$ cat src/shared/bec_defines.svh
/*
  Constants of the event counter: register offsets, field positions, reset values.
  Assumes inclusion by bare name from design files.
*/
`ifndef BEC_DEFINES_SVH
`define BEC_DEFINES_SVH
`define BEC_OFS_CTRL 4'h0
`define BEC_OFS_ACTRL 4'h1
`define BEC_OFS_CNT_LO 4'h2
`define BEC_OFS_CNT_MID 4'h3
`define BEC_OFS_CNT_HI 4'h4
`define BEC_OFS_ALM_LO 4'h5
`define BEC_OFS_ALM_MID 4'h6
`define BEC_OFS_ALM_HI 4'h7
`define BEC_OFS_TIMER 4'h8
`define BEC_OFS_STATUS 4'h9
`define BEC_OFS_MASK 4'hA
`define BEC_MODE_LSB 4
`define BEC_MODE_EVENT 2'h2
`define BEC_CTRL_OSC_RUN 6
`define BEC_NUM_DIGITS 6
`define BEC_CNT_MAX 24'h999999
`define BEC_PIN_IDLE 1'b1
`define BEC_ACTRL_AIE 7
`define BEC_ACTRL_AEN 4
`define BEC_ACTRL_SC_LSB 0
`define BEC_ST_ALARM 0
`define BEC_ST_TIMER 1
`define BEC_ST_ZERO 2'h0
`define BEC_SC_1 2'h0
`define BEC_SC_100 2'h1
`define BEC_SC_10K 2'h2
`define BEC_DIGIT_MAX 4'h9
`define BEC_RST_BYTE 8'h00
`define BEC_RST_CNT 24'h000000
`define BEC_RST_TIMER 8'h00
`define BEC_BYTE_WORD_PAD 24'h000000
`define BEC_WORD_ZERO 32'h00000000
`endif

$ cat src/shared/bec_pkg.sv
/*
  Types of the event counter: bus request carrier and the state record.
  Assumes bec_defines.svh is reachable on the include path.
*/
package bec_pkg;
  typedef struct packed {
    logic read;
    logic write;
    logic [3:0] address;
    logic [31:0] writedata;
  } bec_req_t;

  typedef enum logic [1:0] {
    BEC_AW_IDLE = 2'b00,
    BEC_AW_ACK = 2'b01
  } bec_bus_t;

  typedef struct packed {
    bec_bus_t bus;
    logic [31:0] readdata;
    logic [7:0] ctrl;
    logic [7:0] actrl;
    logic [23:0] cnt;
    logic [23:0] alm;
    logic [7:0] timer;
    logic [1:0] status;
    logic [1:0] mask;
    logic pin_s1;
    logic pin_s2;
    logic pin_prev;
    logic armed;
    logic match_prev;
  } bec_state_t;
endpackage

$ cat src/hdl/bec_event_counter.sv
/*
  Event-counting mode of a clock device: six-digit BCD event counter, event alarm,
  scaled timer and interrupt, registers reached over Avalon-MM with waitrequest.
  Assumes a 100 MHz clock, an asynchronous active-low reset and a pulse source on
  the pulse input pin that is slow against the clock.
*/
// Summary of operation
// - Event mode entered when software writes mode bits of control register.
// - In event mode oscillator stops and pulse input pin is released.
// - In event mode pulses on pulse input pin are counted.
// - Count is six BCD digits in three byte registers.
// - Top digit most significant, digits 0..9, up to 999999.
// - Alarm enabled: flag set when count equals programmed alarm value.
// - Alarm interrupt enable drives interrupt pin with inverted alarm flag.
// - Timer advances once per 1, 100, 10000 or 1000000 events.
// - Powers up in clock mode (mode bits zero); oscillator stays off until configured.
// - Count increments on each falling edge of pulse input.
// - After reset or count write, falling edges ignored until a rising edge.
`timescale 1ns/1ns
`include "bec_defines.svh"
module bec_event_counter
  import bec_pkg::*;
(
  input wire logic clock,
  input wire logic rst_n,
  input wire logic [3:0] avs_address,
  input wire logic avs_read,
  input wire logic avs_write,
  input wire logic [31:0] avs_writedata,
  output logic [31:0] avs_readdata,
  output logic avs_waitrequest,
  input wire logic pulse_input_pin,
  output logic pulse_input_oe,
  output logic oscillator_enable,
  output logic oscillator_output_pin,
  output logic irq,
  output logic interrupt_n
);
  bec_state_t cur;
  bec_state_t nxt;
  bec_req_t req;
  logic event_mode;
  logic fall;
  logic rise;
  logic cnt_wr;
  logic match;
  logic [23:0] inc_cnt;
  logic tick;
  logic timer_wr;

  // Increment one BCD count, nine wraps with carry
  function automatic logic [23:0] bec_bcd_inc(input logic [23:0] v);
    logic [23:0] r;
    logic carry;
    r = v;
    carry = 1'b1;
    for (int i = 0; i < `BEC_NUM_DIGITS; i++) begin
      if (carry) begin
        if (v[i*4 +: 4] >= `BEC_DIGIT_MAX) begin
          r[i*4 +: 4] = 4'h0;
        end else begin
          r[i*4 +: 4] = v[i*4 +: 4] + 4'h1;
          carry = 1'b0;
        end
      end
    end
    return r;
  endfunction

  // True when every digit of a count holds 0 to 9
  function automatic logic bec_is_bcd(input logic [23:0] v);
    logic ok;
    ok = 1'b1;
    for (int i = 0; i < `BEC_NUM_DIGITS; i++) begin
      if (v[i*4 +: 4] > `BEC_DIGIT_MAX) begin
        ok = 1'b0;
      end
    end
    return ok;
  endfunction

  // True when the low n digits of the new count are all zero
  function automatic logic bec_low_zero(input logic [23:0] v, input logic [1:0] sc);
    logic z;
    z = 1'b1;
    case (sc)
      `BEC_SC_1: z = 1'b1;
      `BEC_SC_100: z = (v[7:0] == `BEC_RST_BYTE);
      `BEC_SC_10K: z = (v[15:0] == {`BEC_RST_BYTE, `BEC_RST_BYTE});
      default: z = (v == `BEC_RST_CNT);
    endcase
    return z;
  endfunction

  assign req = '{read: avs_read, write: avs_write, address: avs_address, writedata: avs_writedata};
  assign event_mode = (cur.ctrl[`BEC_MODE_LSB +: 2] == `BEC_MODE_EVENT);
  // Only the second synchroniser stage feeds edge detection
  assign fall = cur.pin_prev & ~cur.pin_s2;
  assign rise = ~cur.pin_prev & cur.pin_s2;
  assign inc_cnt = bec_bcd_inc(cur.cnt);
  assign tick = event_mode & fall & cur.armed;
  assign cnt_wr = (cur.bus == BEC_AW_ACK) & req.write &
                  (req.address inside {`BEC_OFS_CNT_LO, `BEC_OFS_CNT_MID, `BEC_OFS_CNT_HI});
  assign timer_wr = (cur.bus == BEC_AW_ACK) & req.write & (req.address == `BEC_OFS_TIMER);
  assign match = cur.actrl[`BEC_ACTRL_AEN] & (cur.cnt == cur.alm);

  always_comb begin
    nxt = cur;
    nxt.pin_s1 = pulse_input_pin;
    nxt.pin_s2 = cur.pin_s1;
    nxt.pin_prev = cur.pin_s2;
    nxt.match_prev = match;
    if (rise) begin
      nxt.armed = 1'b1;
    end
    if (tick) begin
      nxt.cnt = inc_cnt;
      if (bec_low_zero(inc_cnt, cur.actrl[`BEC_ACTRL_SC_LSB +: 2])) begin
        nxt.timer = cur.timer + 8'h01;
        nxt.status[`BEC_ST_TIMER] = 1'b1;
      end
    end
    // Alarm on arrival at the match so a held match does not refire after clear
    if (match & ~cur.match_prev) begin
      nxt.status[`BEC_ST_ALARM] = 1'b1;
    end
    nxt.bus = BEC_AW_IDLE;
    if (cur.bus == BEC_AW_IDLE && (req.read || req.write)) begin
      nxt.bus = BEC_AW_ACK;
      nxt.readdata = `BEC_WORD_ZERO;
      if (req.read) begin
        case (req.address)
          `BEC_OFS_CTRL: nxt.readdata = {`BEC_BYTE_WORD_PAD, cur.ctrl};
          `BEC_OFS_ACTRL: nxt.readdata = {`BEC_BYTE_WORD_PAD, cur.actrl};
          `BEC_OFS_CNT_LO: nxt.readdata = {`BEC_BYTE_WORD_PAD, cur.cnt[7:0]};
          `BEC_OFS_CNT_MID: nxt.readdata = {`BEC_BYTE_WORD_PAD, cur.cnt[15:8]};
          `BEC_OFS_CNT_HI: nxt.readdata = {`BEC_BYTE_WORD_PAD, cur.cnt[23:16]};
          `BEC_OFS_ALM_LO: nxt.readdata = {`BEC_BYTE_WORD_PAD, cur.alm[7:0]};
          `BEC_OFS_ALM_MID: nxt.readdata = {`BEC_BYTE_WORD_PAD, cur.alm[15:8]};
          `BEC_OFS_ALM_HI: nxt.readdata = {`BEC_BYTE_WORD_PAD, cur.alm[23:16]};
          `BEC_OFS_TIMER: nxt.readdata = {`BEC_BYTE_WORD_PAD, cur.timer};
          `BEC_OFS_STATUS: nxt.readdata = {30'h00000000, cur.status};
          `BEC_OFS_MASK: nxt.readdata = {30'h00000000, cur.mask};
          default: nxt.readdata = `BEC_WORD_ZERO;
        endcase
      end
    end
    // Writes land on the edge that completes the transfer, not while it waits
    if (cur.bus == BEC_AW_ACK && req.write) begin
      case (req.address)
        `BEC_OFS_CTRL: nxt.ctrl = req.writedata[7:0];
        `BEC_OFS_ACTRL: nxt.actrl = req.writedata[7:0];
        `BEC_OFS_CNT_LO: nxt.cnt[7:0] = req.writedata[7:0];
        `BEC_OFS_CNT_MID: nxt.cnt[15:8] = req.writedata[7:0];
        `BEC_OFS_CNT_HI: nxt.cnt[23:16] = req.writedata[7:0];
        `BEC_OFS_ALM_LO: nxt.alm[7:0] = req.writedata[7:0];
        `BEC_OFS_ALM_MID: nxt.alm[15:8] = req.writedata[7:0];
        `BEC_OFS_ALM_HI: nxt.alm[23:16] = req.writedata[7:0];
        `BEC_OFS_TIMER: nxt.timer = req.writedata[7:0];
        // Write one clears, a same-cycle event wins only where the flag was still clear
        `BEC_OFS_STATUS: nxt.status = nxt.status & ~(req.writedata[1:0] & ~(nxt.status ^ cur.status));
        `BEC_OFS_MASK: nxt.mask = req.writedata[1:0];
        default: nxt.mask = cur.mask;
      endcase
    end
    if (cnt_wr) begin
      nxt.armed = 1'b0;
    end
  end

  always_ff @(posedge clock or negedge rst_n) begin
    if (!rst_n) begin
      // Mode reads as clock mode with oscillator off until software writes it
      cur.bus <= BEC_AW_IDLE;
      cur.readdata <= `BEC_WORD_ZERO;
      cur.ctrl <= `BEC_RST_BYTE;
      cur.actrl <= `BEC_RST_BYTE;
      cur.cnt <= `BEC_RST_CNT;
      cur.alm <= `BEC_RST_CNT;
      cur.timer <= `BEC_RST_TIMER;
      cur.status <= `BEC_ST_ZERO;
      cur.mask <= `BEC_ST_ZERO;
      // Synchroniser starts at the idle level, so release makes no false rise
      cur.pin_s1 <= `BEC_PIN_IDLE;
      cur.pin_s2 <= `BEC_PIN_IDLE;
      cur.pin_prev <= `BEC_PIN_IDLE;
      cur.armed <= 1'b0;
      cur.match_prev <= 1'b0;
    end else begin
      cur <= nxt;
    end
  end

  assign avs_waitrequest = (req.read | req.write) & (cur.bus == BEC_AW_IDLE);
  assign avs_readdata = cur.readdata;
  // Oscillator runs only after a valid clock-mode setting is written
  assign oscillator_enable = ~event_mode & cur.ctrl[`BEC_CTRL_OSC_RUN];
  assign pulse_input_oe = 1'b0;
  assign oscillator_output_pin = 1'b0;
  assign interrupt_n = ~(cur.actrl[`BEC_ACTRL_AIE] & cur.status[`BEC_ST_ALARM]);
  assign irq = |(cur.status & cur.mask);

  property p_alarm_set;
    @(posedge clock) disable iff (!rst_n)
      (match && !cur.match_prev) |=> cur.status[`BEC_ST_ALARM];
  endproperty
  a_alarm_set: assert property (p_alarm_set) else $error("alarm flag missed on match");

  property p_int_pin;
    @(posedge clock) disable iff (!rst_n)
      interrupt_n == !(cur.actrl[`BEC_ACTRL_AIE] && cur.status[`BEC_ST_ALARM]);
  endproperty
  a_int_pin: assert property (p_int_pin) else $error("interrupt pin wrong");

  property p_count_inc;
    @(posedge clock) disable iff (!rst_n)
      (tick && !cnt_wr) |=> cur.cnt == $past(inc_cnt);
  endproperty
  a_count_inc: assert property (p_count_inc) else $error("count not incremented");

  property p_no_count_idle;
    @(posedge clock) disable iff (!rst_n)
      (!event_mode && !cnt_wr) |=> $stable(cur.cnt);
  endproperty
  a_no_count_idle: assert property (p_no_count_idle) else $error("count moved outside event mode");

  property p_disarm;
    @(posedge clock) disable iff (!rst_n)
      cnt_wr |=> !cur.armed;
  endproperty
  a_disarm: assert property (p_disarm) else $error("not disarmed after count write");

  property p_osc_off;
    @(posedge clock) disable iff (!rst_n)
      event_mode |-> !oscillator_enable && !pulse_input_oe;
  endproperty
  a_osc_off: assert property (p_osc_off) else $error("oscillator active in event mode");

  property p_digits;
    @(posedge clock) disable iff (!rst_n)
      (tick && !cnt_wr && cur.cnt[3:0] == `BEC_DIGIT_MAX) |=> cur.cnt[3:0] == 4'h0;
  endproperty
  a_digits: assert property (p_digits) else $error("digit did not wrap");

  property p_timer_unit;
    @(posedge clock) disable iff (!rst_n)
      (tick && cur.actrl[`BEC_ACTRL_SC_LSB +: 2] == `BEC_SC_1 && !timer_wr)
        |=> cur.timer == $past(cur.timer) + 8'h01;
  endproperty
  a_timer_unit: assert property (p_timer_unit) else $error("timer not advanced per event");

  property p_mode_enter;
    @(posedge clock) disable iff (!rst_n)
      (cur.bus == BEC_AW_ACK && avs_write && avs_address == `BEC_OFS_CTRL &&
        avs_writedata[`BEC_MODE_LSB +: 2] == `BEC_MODE_EVENT) |=> event_mode;
  endproperty
  a_mode_enter: assert property (p_mode_enter) else $error("event mode not entered");

  property p_osc_out_idle;
    @(posedge clock) disable iff (!rst_n)
      event_mode |-> !oscillator_output_pin;
  endproperty
  a_osc_out_idle: assert property (p_osc_out_idle) else $error("oscillator output active");

  property p_osc_needs_run;
    @(posedge clock) disable iff (!rst_n)
      !cur.ctrl[`BEC_CTRL_OSC_RUN] |-> !oscillator_enable;
  endproperty
  a_osc_needs_run: assert property (p_osc_needs_run) else $error("oscillator on before setup");

  property p_fall_only;
    @(posedge clock) disable iff (!rst_n)
      (!fall && !cnt_wr) |=> $stable(cur.cnt);
  endproperty
  a_fall_only: assert property (p_fall_only) else $error("count moved without falling edge");

  property p_hold_disarmed;
    @(posedge clock) disable iff (!rst_n)
      (!cur.armed && !cnt_wr) |=> $stable(cur.cnt);
  endproperty
  a_hold_disarmed: assert property (p_hold_disarmed) else $error("count moved while disarmed");

  property p_arm_on_rise;
    @(posedge clock) disable iff (!rst_n)
      (rise && !cnt_wr) |=> cur.armed;
  endproperty
  a_arm_on_rise: assert property (p_arm_on_rise) else $error("rising edge did not arm");

  property p_bcd_kept;
    @(posedge clock) disable iff (!rst_n)
      (tick && !cnt_wr && bec_is_bcd(cur.cnt)) |=> bec_is_bcd(cur.cnt);
  endproperty
  a_bcd_kept: assert property (p_bcd_kept) else $error("digit left decimal range");

  property p_wrap_full;
    @(posedge clock) disable iff (!rst_n)
      (tick && !cnt_wr && cur.cnt == `BEC_CNT_MAX) |=> cur.cnt == `BEC_RST_CNT;
  endproperty
  a_wrap_full: assert property (p_wrap_full) else $error("full count did not wrap");

  property p_carry;
    @(posedge clock) disable iff (!rst_n)
      (tick && !cnt_wr && cur.cnt[3:0] == `BEC_DIGIT_MAX && cur.cnt[7:4] < `BEC_DIGIT_MAX)
        |=> cur.cnt[7:4] == $past(cur.cnt[7:4]) + 4'h1;
  endproperty
  a_carry: assert property (p_carry) else $error("carry not passed on");

  property p_cnt_byte_wr;
    @(posedge clock) disable iff (!rst_n)
      (cur.bus == BEC_AW_ACK && avs_write && avs_address == `BEC_OFS_CNT_MID)
        |=> cur.cnt[15:8] == $past(avs_writedata[7:0]);
  endproperty
  a_cnt_byte_wr: assert property (p_cnt_byte_wr) else $error("count byte write lost");

  property p_cnt_byte_rd;
    @(posedge clock) disable iff (!rst_n)
      (cur.bus == BEC_AW_IDLE && avs_read && avs_address == `BEC_OFS_CNT_HI)
        |=> avs_readdata[7:0] == $past(cur.cnt[23:16]);
  endproperty
  a_cnt_byte_rd: assert property (p_cnt_byte_rd) else $error("count byte read wrong");

  property p_alarm_only_match;
    @(posedge clock) disable iff (!rst_n)
      (!(match && !cur.match_prev) && !cur.status[`BEC_ST_ALARM]) |=> !cur.status[`BEC_ST_ALARM];
  endproperty
  a_alarm_only_match: assert property (p_alarm_only_match) else $error("alarm flag without match");

  property p_int_when_enabled;
    @(posedge clock) disable iff (!rst_n)
      !cur.actrl[`BEC_ACTRL_AIE] |-> interrupt_n;
  endproperty
  a_int_when_enabled: assert property (p_int_when_enabled) else $error("interrupt pin low while disabled");

  property p_timer_hold;
    @(posedge clock) disable iff (!rst_n)
      (!tick && !timer_wr) |=> $stable(cur.timer);
  endproperty
  a_timer_hold: assert property (p_timer_hold) else $error("timer moved without event");

  property p_timer_flag;
    @(posedge clock) disable iff (!rst_n)
      (tick && bec_low_zero(inc_cnt, cur.actrl[`BEC_ACTRL_SC_LSB +: 2])) |=> cur.status[`BEC_ST_TIMER];
  endproperty
  a_timer_flag: assert property (p_timer_flag) else $error("timer flag not set");

  property p_bus_answer;
    @(posedge clock) disable iff (!rst_n)
      (cur.bus == BEC_AW_IDLE && (avs_read || avs_write)) |=> cur.bus == BEC_AW_ACK;
  endproperty
  a_bus_answer: assert property (p_bus_answer) else $error("bus request not answered");
endmodule

$ cat config.mk
export PLATFORM = sky130hd
export DESIGN_NAME = bec_event_counter
export DESIGN_NICKNAME = d
export VERILOG_FILES = /design/src/shared/bec_pkg.sv /design/src/hdl/bec_event_counter.sv
export VERILOG_INCLUDE_DIRS = /design/src /design/src/shared
export SDC_FILE = /design/constraint.sdc
export NUM_CORES = 1
export LEC_CHECK = 0
export ABC_CLOCK_PERIOD_IN_PS = 8300
export BUFFER_PORTS_ARGS = -buffer_cell sky130_fd_sc_hd__buf_4
export CORE_MARGIN = 2
export CORE_UTILIZATION = 45
export CTS_BUF_LIST = sky130_fd_sc_hd__clkbuf_8
export DETAILED_ROUTE_END_ITERATION = 6
export GPL_ROUTABILITY_DRIVEN = 1
export PLACE_DENSITY = 0.75
export SYNTH_ARGS = -nofsm -noshare
export SYNTH_HDL_FRONTEND = slang
export SYNTH_SLANG_ARGS = --single-unit
$ cat constraint.sdc
create_clock -name clock -period 8.3 [get_ports clock]
set_input_delay 1.66 -clock clock [delete_from_list [all_inputs] [get_ports clock]]
set_output_delay 1.66 -clock clock [all_outputs]
set_load 0.005 [all_outputs]
**Word-level counts from Yosys, hierarchy flattened**

Index checks and enable logic that the tools add are counted.

- $add $sub $neg: 7
- Multiply operators: 0
- Divide/modulo/power cells: 0
- Order comparisons: 6
- Equality and inequality tests: 15
- Shift operators: 0
- Mux-type cells: 41
- Bitwise operators: 23
- Reduce and logical (&&, ||, !) cells: 18

Operators by type and width:

| operator | number |
|---|---|
| $pmux W8 S11 | 1 |
| $mux W8 | 8 |
| $mux W60 | 1 |
| $mux W4 | 11 |
| $mux W33 | 1 |
| $add A4 B1 Y4 const B | 6 |
| $eq A24 B24 Y1 | 1 |
| $ge A4 B4 Y1 const B | 6 |
| $logic_not A24 Y1 | 1 |
| $mux W24 | 1 |
| $mux W9 | 2 |
| $eq A4 B3 Y1 const B | 4 |
| $logic_not A16 Y1 | 1 |
| $mux W1 | 13 |
| $eq A4 B4 Y1 const B | 3 |
| $reduce_and A2 Y1 | 6 |
| $and A1 B1 Y1 | 11 |
| $add A8 B1 Y8 const B | 1 |
| $eq A4 B2 Y1 const B | 2 |
| $logic_not A8 Y1 | 1 |
| $and A2 B2 Y2 | 3 |
| $not A1 Y1 | 5 |
| $eq A2 B1 Y1 const B | 2 |
| $eq A2 B2 Y1 const B | 2 |
| 13 further kinds | 17 |

- Register bits: 115
- Bits in latches: 0
- Memory bits (writable): 0
- ROM bits: 0
- Memories kept: 0

**Longest topological paths before layout**

- Word-level depth: 19
- Gate-level depth with buffers: 13

**Worst setup path before layout**

Ideal clock, no wire load.

- Kind: input to output
- From: input port avs_read
- To: output port avs_waitrequest
- Data arrival time: 2.159 ns
- Data required time: 6.640 ns
- Slack: 4.481 ns
- Stages on the path: 2
- Path buffers: 0
- Cells stage by stage: o21bai_1 > inv_1

- Cells in the longest elaborated chain, start to end: 2

RTL lines:

| element | RTL line | text |
|---|---|---|
| from (decl) | bec_event_counter.sv:27 | `input wire logic avs_read,` |
| $or A1 B1 Y1 | bec_event_counter.sv:194 | `assign avs_waitrequest = (req.read \| req.write) & (cur.bus == BEC_AW_IDLE);` |
| $and A1 B1 Y1 | bec_event_counter.sv:194 |  |
| to (decl) | bec_event_counter.sv:31 | `output logic avs_waitrequest,` |

No other way between the ends.

**Final worst setup path**

Same ends and word-level chain as after synthesis.

==> out/results.ini <==
[synth]
ys_seq_elements = 90
ys_async_sr_fraction_pct = 100.0
synth_top_family_by_area = simple AND/OR/NAND/NOR gates
synth_enable_flop_cells = 0
synthSimpleGateAreaFrac_pct = 16.96
yosysWarnings = 0
ys_seq_area_share_pct = 38.03
synth_ff_type = dfrtp_1
synth-compound-area-share_pct = 14.30
synthAdderAreaFrac_pct = 4.008
synth_cell_types = 59
syn_area_per_cell_um2 = 9.254
syn_inst = 641
synth-xor-area-share_pct = 4.725
syn-cell-area_um2 = 5932
synthMuxAreaShare_pct = 13.48

[clock_network]
path_clk_slew_ns = 0.09
cts-root-buf = clkbuf_8
cts.htree.levels = 3
cts_tree = built
clock_latency_ns = 0.37
cts_buffers = 9
cts_resized = 0
clockBufferDepth = 2
cts.sinks = 90
post-cts-setup-buffer-count = 0
hold_buffers = 0

[cells_and_area]
diodes = 0
final_nets = 697
nFillCells = 1190
drive_gt1_share_pct = 17.91
area_growth_pct = 6.581
finalInstanceArea_um2 = 6322
post-route-util_pct = 49.70

[sta]
grt_setup_unrepaired = false
setup_viol = 0
fmaxAchievable_mhz = 230.4
finClkSkew_ns = 0.008695
drv_slew = 0
finalCriticalPeriod_ns = 4.341
fin_setup_tns_ns = 0
worst_slew_pin_slew_ns = 1.020
finalHoldViolCount = 0
setup_ws_ns = 3.959
timing.slew.headroom_pct = 30.26
fin_crit_sh_pct = 52.30

[hold_path]
hold_class = reg2reg

[global_routing]
grt_pass1_wl_um = 25010
grt_max_degree = 51
grt_antenna_before_repair = 0
grt.total_usage_pct = 22.61
grt_pass1_vias = 4585
grt.overflow.total = 0

[critical_path]
cp_cell_sequence = buf_4 -> o21bai_1 -> inv_1 -> buf_4
cp-end-kind = output pin
critPathBufInv = 3
worst-setup-path-type = in2out
worstPathMaxFanout = 9
crit_required_ns = 6.64
cp.arrival_ns = 2.68
startpoint_type = input pin
cpMaxStageDelayCell = o21bai_1
critical_path.most_common_cell = buf_4
path_delay_family = compound AO/OA/AOI/OAI gates
max_stage_delay_ns = 0.58

[run]
drv_cap = 0

[power_and_ir_drop]
power_leakage_nw = 2.662
power.density_nw_per_um2 = 280.7
vdd.ir_drop.worst_uv = 105.3

[floorplan]
fp.dieArea_um2 = 14120
rows = 41
die_w_um = 118.8
initial_core_util_pct = 46.63
die_h_um = 118.8
io_pins = 79
core_area_um2 = 12720

[placement]
gp_congestion = 0.9498
place_area_um2 = 6093
place_ws_ns = 3.980
dp_hpwl_um = 11270
portBuffers = 28

[detailed_routing]
routed_via_density = 5.988
vias = 4874
first_pass_iters = 6
wl_um = 15880
ant_nets = 0
wl_per_cell_um = 19.50
drc = 0
drtIter0Drc = 608

[outcome]
status = finished, final reports clean

## sequential cells by signal, indices dropped and copies added (netlist names)
register	cells
cur	82
avs_readdata	8
## metrics by stage
stage          total power, mW  hold WS (ns)  std cells
4_1_cts                  1.763        0.3600        814
5_1_grt                  1.884        0.3678        814
3_5_place_dp             1.416        0.3468        798
3_3_place_gp             1.385        0.3457        798
2_1_floorplan            1.232        0.3452        666
6_report                 1.775        0.3591        814
## synthesized netlist by cell type (all sizes together), types with 6 or more instances
library cell	n	share of area (%)
a21oi	30	2.5
a22o	8	1.2
a22oi	9	1.1
a31oi	9	0.95
buf	42	5.0
clkbuf	32	2.0
dfrtp	87	37
ha	19	4.0
inv	23	1.5
mux2	49	9.3
mux2i	18	3.0
nand2	65	4.1
nand3	12	1.0
nand4	10	1.3
nor2	42	2.7
nor2b	6	0.63
nor3	20	1.7
nor3b	7	0.97
nor4	11	1.2
o21ai	43	3.6
xnor2	27	4.0
## metal layers
metal / GRT usage [%] / vias to the layer above / wire (µm)
met3: 5.651 / 35 / 1615
met5: 0 / - / 0
met2: 35.45 / 237 / 7160
met1: 30.38 / 2388 / 6632
li1: - / 2214 / -
met4: 8.110 / 0 / 469
## final cells by class
class | instances | area [µm²] | share of cell area [%]
inverter | 23 | 86.33 | 1.366
sequential | 90 | 2256 | 35.68
multi-input combinational | 479 | 3281 | 51.89
timing repair buffer | 34 | 255.2 | 4.037
tap | 172 | 215.2 | 3.404
clock inverter | 5 | 77.57 | 1.227
clock buffer | 11 | 151.4 | 2.395
## report_power, final
group	leakage, nW	internal, mW	switching [mW]
Clock	0.121	0.185	0.159
Combinational	1.44	0.306	0.339
Sequential	1.11	0.561	0.224
Total	2.66	1.05	0.722
## worst paths after layout
kind                       startpoint         endpoint  slack (ns)  cells past startpoint
setup / recovery             avs_read  avs_waitrequest        3.96                      4
hold / removal                 cur[4]           cur[3]        0.36                      0
setup reg to reg              cur[49]          cur[13]        4.68                     11
hold reg to reg                cur[4]           cur[3]        0.36                      0
max in group asynchronous       rst_n          cur[30]        5.96                      2
min in group asynchronous       rst_n  avs_readdata[1]        1.27                      1
## cells in the final DEF (no fill, tap or decap), types with 12 or more instances in the layout
master   instances
xnor2_1         27
ha_1            19
mux2_2          49
nand3_1         12
nor2_1          41
mux2i_1         18
dfrtp_1         87
o21ai_0         43
nor3_1          19
inv_1           24
buf_4           34
conb_1          26
nand2_1         65
a21oi_1         30
## cell families (layout without fill, tap and decap cells)
| family | after synthesis | count (layout) |
|---|---|---|
| XOR/XNOR | 32 | 32 |
| other | 1 | 26 |
| buffers and inverters | 97 | 73 |
| adder cells (fa/ha/maj) | 19 | 19 |
| AO/OA/AOI/OAI | 132 | 132 |
| AND/OR/NAND/NOR | 200 | 200 |
| multiplexers | 70 | 70 |
| flip-flops | 90 | 90 |
No activity file was read; power rests on OpenSTA's default activity.
